$ cat src/strap_pkg.sv
// constants and carrier types for the reset strap pin function select block
// Function
// Numerics mode is entered when the reset output is seen looped back on the wait/busy input during reset.
// Without that loop-back the block comes up in regular operation with no coprocessor interface.
// In numerics mode three of the four midrange select pins become coprocessor handshake pins.
// In regular operation all four midrange select pins stay chip selects.
// Processor and coprocessor exchange data and control only through four dedicated port addresses.
// Test equipment selects pin-float test mode by holding both memory selects low while reset input is active.
// During reset the block holds both memory select pins weakly high.
// In pin-float test mode every output and bidirectional pin is high impedance; reset_output has no enable and stays driven.
// Outside logic may build a transmit/receive direction signal by latching bus status bit 1.
// The muxed address/data pins float while bus hold is acknowledged.
// The muxed address/data pins float while reset is active.
// The muxed address/data pins keep their state during powerdown.
// The wait/busy input is sampled during reset to choose numerics mode.
// Wait/busy gates the wait instruction in regular operation and reports coprocessor activity in numerics mode.
// The modes chosen at reset stay latched until the reset input is asserted again.
package strap_pkg;

   localparam int          MIDRANGE_W      = 4;
   localparam int          AD_W            = 16;
   // pins of the midrange group that turn into handshake lines
   localparam logic [3:0]  HANDSHAKE_MASK  = 4'hb;
   // base of the four coprocessor port addresses, a 16-bit I/O word
   localparam logic [15:0] COPROC_IO_BASE  = 16'h00f8;
   localparam logic [15:0] COPROC_IO_MASK  = 16'hfff8;
   localparam logic        NUMERICS_RST    = 1'b0;
   localparam logic        FLOAT_RST       = 1'b0;

   typedef enum {ST_RESET, ST_RUN} phase_type;

   typedef struct packed {
      logic [AD_W-1:0] data;
      logic            oe;
   } ad_drive_type;

endpackage

$ cat src/reset_strap_pin_function_select.sv
// reset strap capture and pin function steering for the coprocessor and float test modes
`timescale 1ns/1ns
module reset_strap_pin_function_select
   import strap_pkg::*;
(
   // clock and reset
   input  wire logic                  clk,
   input  wire logic                  arst_n,
   // reset input pin, active low, synchronous to clk
   input  wire logic                  reset_input_n,
   // core side controls
   input  wire logic                  hold_ack,
   input  wire logic                  powerdown,
   input  wire ad_drive_type          core_ad,
   input  wire logic [MIDRANGE_W-1:0] core_midrange_select_n,
   input  wire logic [MIDRANGE_W-1:0] core_handshake,
   input  wire logic                  core_upper_select_n,
   input  wire logic                  core_lower_select_n,
   input  wire logic                  core_io_cycle,
   input  wire logic [15:0]           core_io_addr,
   // strap pins as seen at their inputs
   input  wire logic                  wait_busy_in,
   input  wire logic                  upper_memory_select_in,
   input  wire logic                  lower_memory_select_in,
   // pins
   output logic                       reset_output,
   output logic [AD_W-1:0]            muxed_addr_data_bus_o,
   output logic                       muxed_addr_data_bus_oe,
   output logic [MIDRANGE_W-1:0]      midrange_select_o,
   output logic [MIDRANGE_W-1:0]      midrange_select_oe,
   output logic                       upper_memory_select_o,
   output logic                       upper_memory_select_oe,
   output logic                       upper_memory_select_pullup,
   output logic                       lower_memory_select_o,
   output logic                       lower_memory_select_oe,
   output logic                       lower_memory_select_pullup,
   // mode status toward the core
   output logic                       numerics_mode,
   output logic                       pin_float_test_mode,
   output logic                       test_wait_release,
   output logic                       coproc_busy,
   output logic                       coproc_port_hit
);

   // ******************************************
   // reset phase and strap capture
   // ******************************************
   phase_type   phase_ff;
   logic        numerics_ff;
   logic        float_ff;
   logic [AD_W-1:0] ad_hold_ff;
   logic        ad_oe_hold_ff;
   logic        in_reset;

   assign in_reset = ~reset_input_n;

   always_ff @(posedge clk or negedge arst_n) begin
      if (!arst_n) begin
         phase_ff <= ST_RESET;
      end else begin
         case (phase_ff)
            ST_RESET: begin
               if (!in_reset) begin
                  phase_ff <= ST_RUN;
               end
            end
            ST_RUN: begin
               if (in_reset) begin
                  phase_ff <= ST_RESET;
               end
            end
            default: begin
               phase_ff <= ST_RESET;
            end
         endcase
      end
   end

   // straps follow the pins for as long as reset is held, so the last
   // sample before release wins; frozen while running
   always_ff @(posedge clk or negedge arst_n) begin
      if (!arst_n) begin
         numerics_ff <= NUMERICS_RST;
      end else if (in_reset) begin
         numerics_ff <= wait_busy_in;
      end
   end

   always_ff @(posedge clk or negedge arst_n) begin
      if (!arst_n) begin
         float_ff <= FLOAT_RST;
      end else if (in_reset) begin
         float_ff <= ~upper_memory_select_in & ~lower_memory_select_in;
      end
   end

   assign numerics_mode       = numerics_ff;
   assign pin_float_test_mode = float_ff;

   // ******************************************
   // muxed bus state kept through powerdown
   // ******************************************
   always_ff @(posedge clk or negedge arst_n) begin
      if (!arst_n) begin
         ad_hold_ff    <= '0;
         ad_oe_hold_ff <= 1'b0;
      end else if (!powerdown) begin
         ad_hold_ff    <= core_ad.data;
         // hold and reset gate the enable at the pins in the same cycle, not here
         ad_oe_hold_ff <= core_ad.oe;
      end
   end

   // ******************************************
   // pin steering
   // ******************************************
   logic float_all;

   assign float_all    = float_ff & ~in_reset;
   assign reset_output = in_reset | (phase_ff == ST_RESET);

   // data from flops; powerdown freezes both value and enable
   assign muxed_addr_data_bus_o  = ad_hold_ff;
   assign muxed_addr_data_bus_oe = ad_oe_hold_ff & ~in_reset & ~hold_ack
                                   & ~float_all;

   always_comb begin
      for (int i = 0; i < MIDRANGE_W; i++) begin
         if (numerics_ff && HANDSHAKE_MASK[i]) begin
            midrange_select_o[i] = core_handshake[i];
         end else begin
            midrange_select_o[i] = core_midrange_select_n[i];
         end
      end
      midrange_select_oe = {MIDRANGE_W{~float_all}};
   end

   // weak pull-up only in reset; strong drive only after release
   assign upper_memory_select_pullup = in_reset;
   assign lower_memory_select_pullup = in_reset;
   assign upper_memory_select_o      = core_upper_select_n;
   assign lower_memory_select_o      = core_lower_select_n;
   assign upper_memory_select_oe     = ~in_reset & ~float_all;
   assign lower_memory_select_oe     = ~in_reset & ~float_all;

   // ******************************************
   // wait/busy meaning and coprocessor ports
   // ******************************************
   // pin is active low in both roles
   assign test_wait_release = ~numerics_ff & ~wait_busy_in & ~in_reset;
   assign coproc_busy       = numerics_ff & ~wait_busy_in & ~in_reset;
   // only the four word ports from the base up reach the coprocessor
   assign coproc_port_hit   = numerics_ff & core_io_cycle & ~in_reset
                              & ((core_io_addr & COPROC_IO_MASK) == COPROC_IO_BASE)
                              & ~core_io_addr[0];

   // ******************************************
   // checks
   // ******************************************
   chk_reset_floats_bus: assert property (
      @(posedge clk) disable iff (!arst_n)
      in_reset |-> !muxed_addr_data_bus_oe && reset_output)
      else $error("bus driven during reset");

   chk_hold_floats_bus: assert property (
      @(posedge clk) disable iff (!arst_n)
      hold_ack |-> !muxed_addr_data_bus_oe)
      else $error("bus driven during hold");

   chk_powerdown_keeps_bus: assert property (
      @(posedge clk) disable iff (!arst_n)
      powerdown && $past(powerdown) && !in_reset && !hold_ack && !float_all
      |-> $stable(muxed_addr_data_bus_o))
      else $error("bus changed in powerdown");

   chk_numerics_latched: assert property (
      @(posedge clk) disable iff (!arst_n)
      in_reset ##1 !in_reset |-> numerics_mode == $past(wait_busy_in))
      else $error("numerics strap not captured");

   chk_mode_held_run: assert property (
      @(posedge clk) disable iff (!arst_n)
      !in_reset && !$past(in_reset) |-> $stable(numerics_mode) && $stable(pin_float_test_mode))
      else $error("mode changed outside reset");

   chk_float_all_pins: assert property (
      @(posedge clk) disable iff (!arst_n)
      pin_float_test_mode && !in_reset
      |-> midrange_select_oe == '0 && !upper_memory_select_oe && !lower_memory_select_oe
          && !muxed_addr_data_bus_oe)
      else $error("pin driven in float test mode");

   chk_handshake_swap: assert property (
      @(posedge clk) disable iff (!arst_n)
      numerics_mode |-> midrange_select_o[0] == core_handshake[0]
                        && midrange_select_o[2] == core_midrange_select_n[2])
      else $error("handshake pins not steered");

   chk_regular_selects: assert property (
      @(posedge clk) disable iff (!arst_n)
      !numerics_mode |-> midrange_select_o == core_midrange_select_n && !coproc_port_hit)
      else $error("selects lost in regular mode");

   chk_pullup_reset: assert property (
      @(posedge clk) disable iff (!arst_n)
      in_reset |-> upper_memory_select_pullup && lower_memory_select_pullup
                   && !upper_memory_select_oe)
      else $error("memory selects not held weakly high");

   chk_busy_role: assert property (
      @(posedge clk) disable iff (!arst_n)
      !in_reset && !wait_busy_in |-> test_wait_release != coproc_busy)
      else $error("wait/busy role wrong");

   chk_port_hit_range: assert property (
      @(posedge clk) disable iff (!arst_n)
      coproc_port_hit |-> numerics_mode && core_io_cycle && !core_io_addr[0]
                          && ((core_io_addr & COPROC_IO_MASK) == COPROC_IO_BASE))
      else $error("coprocessor port outside its four addresses");

   chk_regular_no_busy: assert property (
      @(posedge clk) disable iff (!arst_n)
      !numerics_mode |-> !coproc_busy && !coproc_port_hit)
      else $error("coprocessor role seen in regular mode");

   chk_float_latched: assert property (
      @(posedge clk) disable iff (!arst_n)
      in_reset ##1 !in_reset
      |-> pin_float_test_mode == $past(!upper_memory_select_in && !lower_memory_select_in))
      else $error("float strap not captured");

   chk_reset_out_drops: assert property (
      @(posedge clk) disable iff (!arst_n)
      !in_reset && !$past(in_reset) && phase_ff == ST_RUN |-> !reset_output)
      else $error("reset output stuck after release");

endmodule

$ cat config.mk
export PLATFORM = sky130hd
export DESIGN_NAME = reset_strap_pin_function_select
export DESIGN_NICKNAME = d
export VERILOG_FILES = /design/src/strap_pkg.sv /design/src/reset_strap_pin_function_select.sv
export SDC_FILE = /design/constraint.sdc
export NUM_CORES = 1
export LEC_CHECK = 0
export BUFFER_PORTS_ARGS = -buffer_cell sky130_fd_sc_hd__buf_2
export CELL_PAD_IN_SITES_DETAIL_PLACEMENT = 1
export CELL_PAD_IN_SITES_GLOBAL_PLACEMENT = 1
export CORE_MARGIN = 2
export CORE_UTILIZATION = 27
export CTS_BUF_LIST = sky130_fd_sc_hd__clkbuf_8
export CTS_CLUSTER_SIZE = 40
export DETAILED_ROUTE_END_ITERATION = 8
export GPL_TIMING_DRIVEN = 0
export PLACE_DENSITY_LB_ADDON = 0.1
export SETUP_SLACK_MARGIN = 0.5
export SLEW_MARGIN = 10
export SYNTH_ARGS = -nofsm -noshare
export SYNTH_HDL_FRONTEND = slang
export SYNTH_SLANG_ARGS = --single-unit
$ cat constraint.sdc
create_clock -name clk -period 4.4 [get_ports clk]
set_input_delay 0.88 -clock clk [delete_from_list [all_inputs] [get_ports clk]]
set_output_delay 0.88 -clock clk [all_outputs]
set_load 0.01 [all_outputs]
-- Word-level counts from Yosys, hierarchy flattened
Cells that the tools add are included.
- bits of input ports: 52
- output and inout bits: 37
- flip-flop bits (word level): 51
- word-level logic and storage cells: 41
- bitwise gates (word level): 23
- reduce and logical (&&, ||, !) cells: 3
- mux-type cells: 6
- eq/ne operators: 4
- operators by type and width (operator ; number):
    $logic_not A32 Y1 ; 2
    $mux W32 ; 2
    $pmux W32 S2 ; 1
    $eq A32 B1 Y1 const B ; 1
    $and A1 B1 Y1 ; 14
    $eq A13 B5 Y1 const B ; 1
    $not A1 Y1 ; 8
    $ne A2 B2 Y1 const B ; 2
    $mux W1 ; 3
    $reduce_and A2 Y1 ; 1
    $or A1 B1 Y1 ; 1

-- Logic depth before layout (Yosys ltp)
Gate-level depths: netlist of the first run.
- word-level depth: 4
- depth in mapped cells: 3
- mapped depth without buffers: 3

-- Worst setup path after synthesis of the first run
OpenSTA, ideal clock, no wires.
- path kind: in2out
- from: input port core_io_addr[9]
- to: output port coproc_port_hit
- data arrival time: 2030 ps
- required time: 3520 ps
- stages on the path: 3
- path slack: 1490 ps
- buffers on the path: 0
- path through: or4_1 -> or4_1 -> nor4_2
- cells in the longest elaborated chain, start to end: 3
- RTL lines (what ; line ; source):
    from (decl) ; reset_strap_pin_function_select.sv:20 ; input wire logic [15:0] core_io_addr,
    $eq A13 B5 Y1 ; reset_strap_pin_function_select.sv:154 ; & ((core_io_addr & COPROC_IO_MASK) == COPROC_IO_BASE)
    $and A1 B1 Y1 ; reset_strap_pin_function_select.sv:154 ;
    $and A1 B1 Y1 ; reset_strap_pin_function_select.sv:155 ; & ~core_io_addr[0];
    to (decl) ; reset_strap_pin_function_select.sv:42 ; output logic coproc_port_hit
No other way between the ends.

-- Worst setup path after layout of the first run
Same ends and word-level chain as after synthesis.

==> results.ini, run 1 <==
[routing]
vias = 865
initialDrtViolationCount = 10
avgRoutedWirePerCell_um = 11.9
ant_nets = 0
drc_errors = 0
vias_per_cell = 4.35
routed_wl_um = 2360
drtPass1Iterations = 2

[power]
power.density_nw_per_um2 = 353
p_switching_uw = 122
power.share.combinational_pct = 22.1
leakage_nw = 0.754
swShare_pct = 23.8
pwr-share-seq_pct = 42.8
clkPwrFrac_pct = 35.1
cellInternalPower_uw = 390
irDropWorstVdd_v = 0.000127

[setup_path]
startpoint = core_io_addr[9]
rrSetupSlack_ns = 3.46
cpMaxStageDelayCell = or4_1
criticalPathCategory = in2out
crit_path_max_incr_delay_ns = 0.50
reg2reg_to = phase_ff[0]
crit_path_cell_trace = buf_2 -> or4_1 -> or4_1 -> nor4_2 -> buf_2
crit_required_ns = 3.52
cp-end-kind = output port
critPathArrivalTime_ns = 2.20
worstRegToRegCells = 2
crit_end = coproc_port_hit
startpoint_type = input pin
crit_fanout = 1
reg2reg_from = phase_ff[0]

[cts]
path_clk_slew_ns = 0.07
htree_num_levels = 1
cts.path.max_buffers = 2
clock-sinks = 20
insertion_delay_ns = 0.25
cts_buffers = 3
cts.repair.resized = 0
post-cts-setup-buffer-count = 0
cts-root-buf = clkbuf_8
hold_buffers = 0
cts_tree = yes

[layout]
nets = 207
final_common_cell = buf_2
n_antenna_cell = 0
final_cell_mix = 82 x buf_2, 20 x mux2_2, 20 x dfrtp_1, 8 x buf_4
fillers = 388
drive_gt1_share_pct = 75.2
finalNonFillerCells = 199
fin_area_sq_um = 1450
area_growth_pct = 58.5

[timing]
min_period_ns = 3.08
fin_crit_sh_pct = 70.0
rsz0062_at_grt = no
final_hold_viol_count = 0
relSlewSlack_pct = 70.4
finalSetupTns_ns = 0
fin_skew_ns = 0
tightest_slew_ns = 0.444
fin_ws_ns = 1.32
fmax_mhz = 325
setup_viol = 0
slew_violations = 0

[synth]
synthCells = 68
synth.avg_cell_area_sq_um = 13.4
yosysWarnings = 0
synthesis.nets = 121
synthTopCellsByArea = dfrtp_1 55%, mux2_2 25%, buf_4 6.6%, nand4b_1 1.9%, or4_1 1.6%
synth.top_cell.area_share_pct = 54.8
ys_seq_elements = 20
synth_seq_area_share_pct = 54.8
synth_area_sq_um = 913
yosysTopAreaCell = dfrtp_1
synth.distinct_cells = 17

[global_route]
grt_util_met3_pct = 4.35
grtUsageMet1_pct = 12.1
grt_use_met2_pct = 24.3
grt_pass1_vias = 909
grt_pass1_wl_um = 3880
overflow = 0
antenna_found_initial = 0
grt_start_max_net_pins = 21
busiest_layer = met2
grt_use_total_pct = 12.5

[place]
place_congestion = 0.659
dpl.hpwl_um = 2020
placed_area_sq_um = 1380
io_buffers = 81
place_ws_ns = 1.30
place_inst = 195

[floorplan]
dieArea_sq_um = 3860
row_count = 21
die_x_um = 62.2
chipHeight_um = 62.2
core-area_sq_um = 3280
start_util_pct = 27.8
ios = 89

[outcome]
status = finished clean

[hold_path]
hold_path_class = reg2reg

[flow_run]
maxCapViolations = 0

[kinds of logic after synthesis]
logic type | count (synthesis) | share of synthesized area (%)
buf+inv | 13 | 8.77
fa+ha+maj | 1 | 1.37
mux | 20 | 24.7
xor+xnor | 1 | 0.959
compound gates | 2 | 1.37
simple gates | 11 | 8.08
flops | 20 | 54.8
[Yosys cell counts (all sizes together)]
library cell and n:
inv 3, xor2 1, buf 9, nand4b 2, o21ai 1, dfrtp 20, mux2 20, nor4b 1
o31ai 1, clkbuf 1, or4 2, nand2 2, nor4 1, ha 1, nor2 2, nor3 1
[power groups by stage]
| stage | sequential [mW] | combinational [mW] | clock (mW) |
|---|---|---|---|
| after floorplan | 0.229 | 0.0497 | 0 |
| after global placement | 0.221 | 0.113 | 0 |
| after detailed placement | 0.223 | 0.115 | 0 |
| after CTS | 0.220 | 0.116 | 0.186 |
| after global routing | 0.223 | 0.126 | 0.195 |
| final | 0.219 | 0.113 | 0.179 |
[metal layers]
layer  vias up  share of wire (%)
li1        399                  -
met1       417                 34
met2        47                 56
met3         2                8.7
met4         0               0.81
met5         -                  0
[flip-flops by register name, summed over array words and instances (netlist names)]
name	cells
phase_ff	1
ad_oe_hold_ff	1
numerics_mode	1
muxed_addr_data_bus_o	16
pin_float_test_mode	1
[final cells by class]
type                            count  area [sq um]  share of cell area (%)
Tap cell                           46          57.6                    3.98
Multi-Input combinational cell     35           333                    23.0
Clock inverter                      1          30.0                    2.07
Sequential cell                    20           500                    34.6
Clock buffer                        3          41.3                    2.85
Timing Repair Buffer               81           405                    28.0
Buffer                             10          68.8                    4.75
Inverter                            3          11.3                   0.778
[critical path, delay by kind of cell]
family        cells  cell delay (ns)
simple gates      3             1.07
buf+inv           2             0.25
[how the worst min path moves through the flow]
stage | startpoint | to | slack, ns | depth (start not counted)
floorplan | phase_ff[0] | phase_ff[0] | 0.45 | 1
global placement | phase_ff[0] | phase_ff[0] | 0.46 | 1
detailed placement | phase_ff[0] | phase_ff[0] | 0.47 | 1
CTS | phase_ff[0] | phase_ff[0] | 0.49 | 1
global route | muxed_addr_data_bus_o[4] | muxed_addr_data_bus_o[4] | 0.53 | 1
finish | phase_ff[0] | phase_ff[0] | 0.49 | 1
[metrics by stage]
stage / utilization [%] / power [mW] / hold slack (ns)
6_report: 44.1 / 0.512 / 0.485
2_1_floorplan: - / 0.279 / 0.446
3_3_place_gp: 41.9 / 0.334 / 0.461
4_1_cts: 44.1 / 0.522 / 0.495
5_1_grt: 44.1 / 0.544 / 0.527
3_5_place_dp: 41.9 / 0.338 / 0.469
No activity file was read; power rests on OpenSTA's default activity.
==> run 2, diff against run 1 <==
- CORE_UTILIZATION: 27 -> 26
- clock period: 4.4 -> 3 ns (I/O delays scaled with it)
==> run 2 against run 1 <==
  * Register-to-register slack worse by 1.4 ns
  * Critical path depth stayed put
  * Non-clock buffer count is the same
  * Power up 28%
  * Sequential share of layout area is 0.73 points higher
  * Clock-buffer cell count did not move
  * Core utilization shrank 1.9 points
  * Cell area is 2.1% lower
  * Final cell count down 0.50%
  * Combinational power rose by 48%
  * Sequential cell count stayed put
  * Critical path type unchanged
  * Largest cell class unchanged
  * Largest power group unchanged
==> results.ini, run 2 (synthesis results as in run 1) <==
[layout]
n_antenna_cell = 0
area_growth_pct = 55.2
fin_area_sq_um = 1420
drive_gt1_share_pct = 75.0
largest_reg_flops = 16
finalNonFillerCells = 198
final_cell_mix = 82 x buf_2, 20 x mux2_2, 20 x dfrtp_1, 8 x buf_4
nets = 207
final_common_cell = buf_2

[place]
dpl.hpwl_um = 2010
io_buffers = 81
place_inst = 195
placed_area_sq_um = 1380
place_congestion = 0.679

[timing]
finalSetupTns_ns = 0
rsz0062_at_grt = yes
setup_viol = 0
tightest_slew_ns = 0.446
slew_violations = 0
relSlewSlack_pct = 70.2
min_period_ns = 2.51
fin_skew_ns = 0
final_hold_viol_count = 0
fmax_mhz = 398
fin_crit_sh_pct = 83.7

[outcome]
status = finished clean

[setup_path]
worstRegToRegCells = 2
crit_required_ns = 2.40
crit_path_cell_trace = buf_2 -> or4_1 -> or4_1 -> nor4_2 -> buf_2
startpoint_type = input pin
reg2reg_to = phase_ff[0]
crit_path_max_incr_delay_ns = 0.49
reg2reg_from = phase_ff[0]
critPathArrivalTime_ns = 1.91
rrSetupSlack_ns = 2.06
cp-end-kind = output port
cpMaxStageDelayCell = or4_1
crit_fanout = 1
criticalPathCategory = in2out

[routing]
dr.max_layer_used = met4
vias_per_cell = 4.39
drc_errors = 0
ant_nets = 0
wl_met2_um = 1200
vias = 869
routed_wl_um = 2320
avgRoutedWirePerCell_um = 11.7
met3_length_um = 256
wl_met1_um = 830
initialDrtViolationCount = 3
drtPass1Iterations = 2

[floorplan]
core-area_sq_um = 3360
start_util_pct = 27.2
die_x_um = 63.3
ios = 89
row_count = 21
dieArea_sq_um = 4000
chipHeight_um = 63.3

[cts]
cts.repair.resized = 0
cts.path.max_buffers = 2
path_clk_slew_ns = 0.07
cts_buffers = 3
clock-sinks = 20
insertion_delay_ns = 0.25
cts-root-buf = clkbuf_8
hold_buffers = 0
cts_tree = yes
htree_num_levels = 1
post-cts-setup-buffer-count = 0

[global_route]
grt_use_total_pct = 12.5
grt_pass1_wl_um = 3930
overflow = 0
grt_pass1_vias = 941
grt_start_max_net_pins = 21
antenna_found_initial = 0

[power]
power.density_nw_per_um2 = 463
power_uw = 657
irDropWorstVdd_v = 0.000159
leakage_nw = 0.740

[hold_path]
hold_path_class = in2async

[flow_run]
maxCapViolations = 0

==> run 2: cell count changes in the layout (fill, tap and decap cells not counted) <==
| cell | change |
|---|---|
| bufinv_16 | -1 |
==> run 2: stage by stage <==
stage / utilization [%] / worst slack [ns] / hold slack [ns]
after CTS: 42.2 / 0.474 / 0.302
final: 42.2 / 0.488 / 0.285
after global placement: 40.9 / 0.474 / 0.460
after floorplan: - / 0.650 / 0.304
after detailed placement: 40.9 / 0.478 / 0.465
after global routing: 42.2 / 0.367 / 0.313
==> run 2: layer usage <==
| metal | vias to the layer above | global-route usage (%) |
|---|---|---|
| met5 | - | 0 |
| met4 | 0 | 5.71 |
| met3 | 2 | 4.46 |
| met2 | 56 | 22.5 |
| met1 | 413 | 13.1 |
| li1 | 398 | - |
==> run 2: critical path, delay by kind of cell <==
family | cells | cell delay, ns
AND/OR/NAND/NOR | 3 | 1.06
buffers and inverters | 2 | 0.26
==> run 2: layout make-up <==
| type | instances | area, sq um |
|---|---|---|
| multi-input cells | 35 | 333 |
| plain buffers | 10 | 68.8 |
| repair buffers | 81 | 405 |
| clock buffers | 3 | 41.3 |
| fillers | 425 | 1950 |
| well taps | 46 | 57.6 |
| flip-flops and latches | 20 | 500 |
| inverters | 3 | 11.3 |
==> run 2: where the power goes <==
group / leakage, nW / internal, mW / switching, mW
registers: 0.236 / 0.303 / 0.0181
clock network: 0.0216 / 0.0891 / 0.0800
logic: 0.483 / 0.0919 / 0.0752
total: 0.740 / 0.484 / 0.173
==> run 2: worst max-delay path by stage <==
stage                      end  cells past startpoint             from  slack [ns]
4_1_cts        coproc_port_hit                      5  core_io_addr[9]        0.47
5_1_grt        coproc_port_hit                      5  core_io_addr[9]        0.37
2_1_floorplan  coproc_port_hit                      3  core_io_addr[9]        0.65
6_report       coproc_port_hit                      5  core_io_addr[9]        0.49
3_3_place_gp   coproc_port_hit                      5  core_io_addr[9]        0.47
3_5_place_dp   coproc_port_hit                      5  core_io_addr[9]        0.48
==> run 2: what timing repair did <==
action                                  CTS  global route
hold endpoints to repair                  0             0
gates cloned                              0             0
endpoints found under the setup margin    1             1
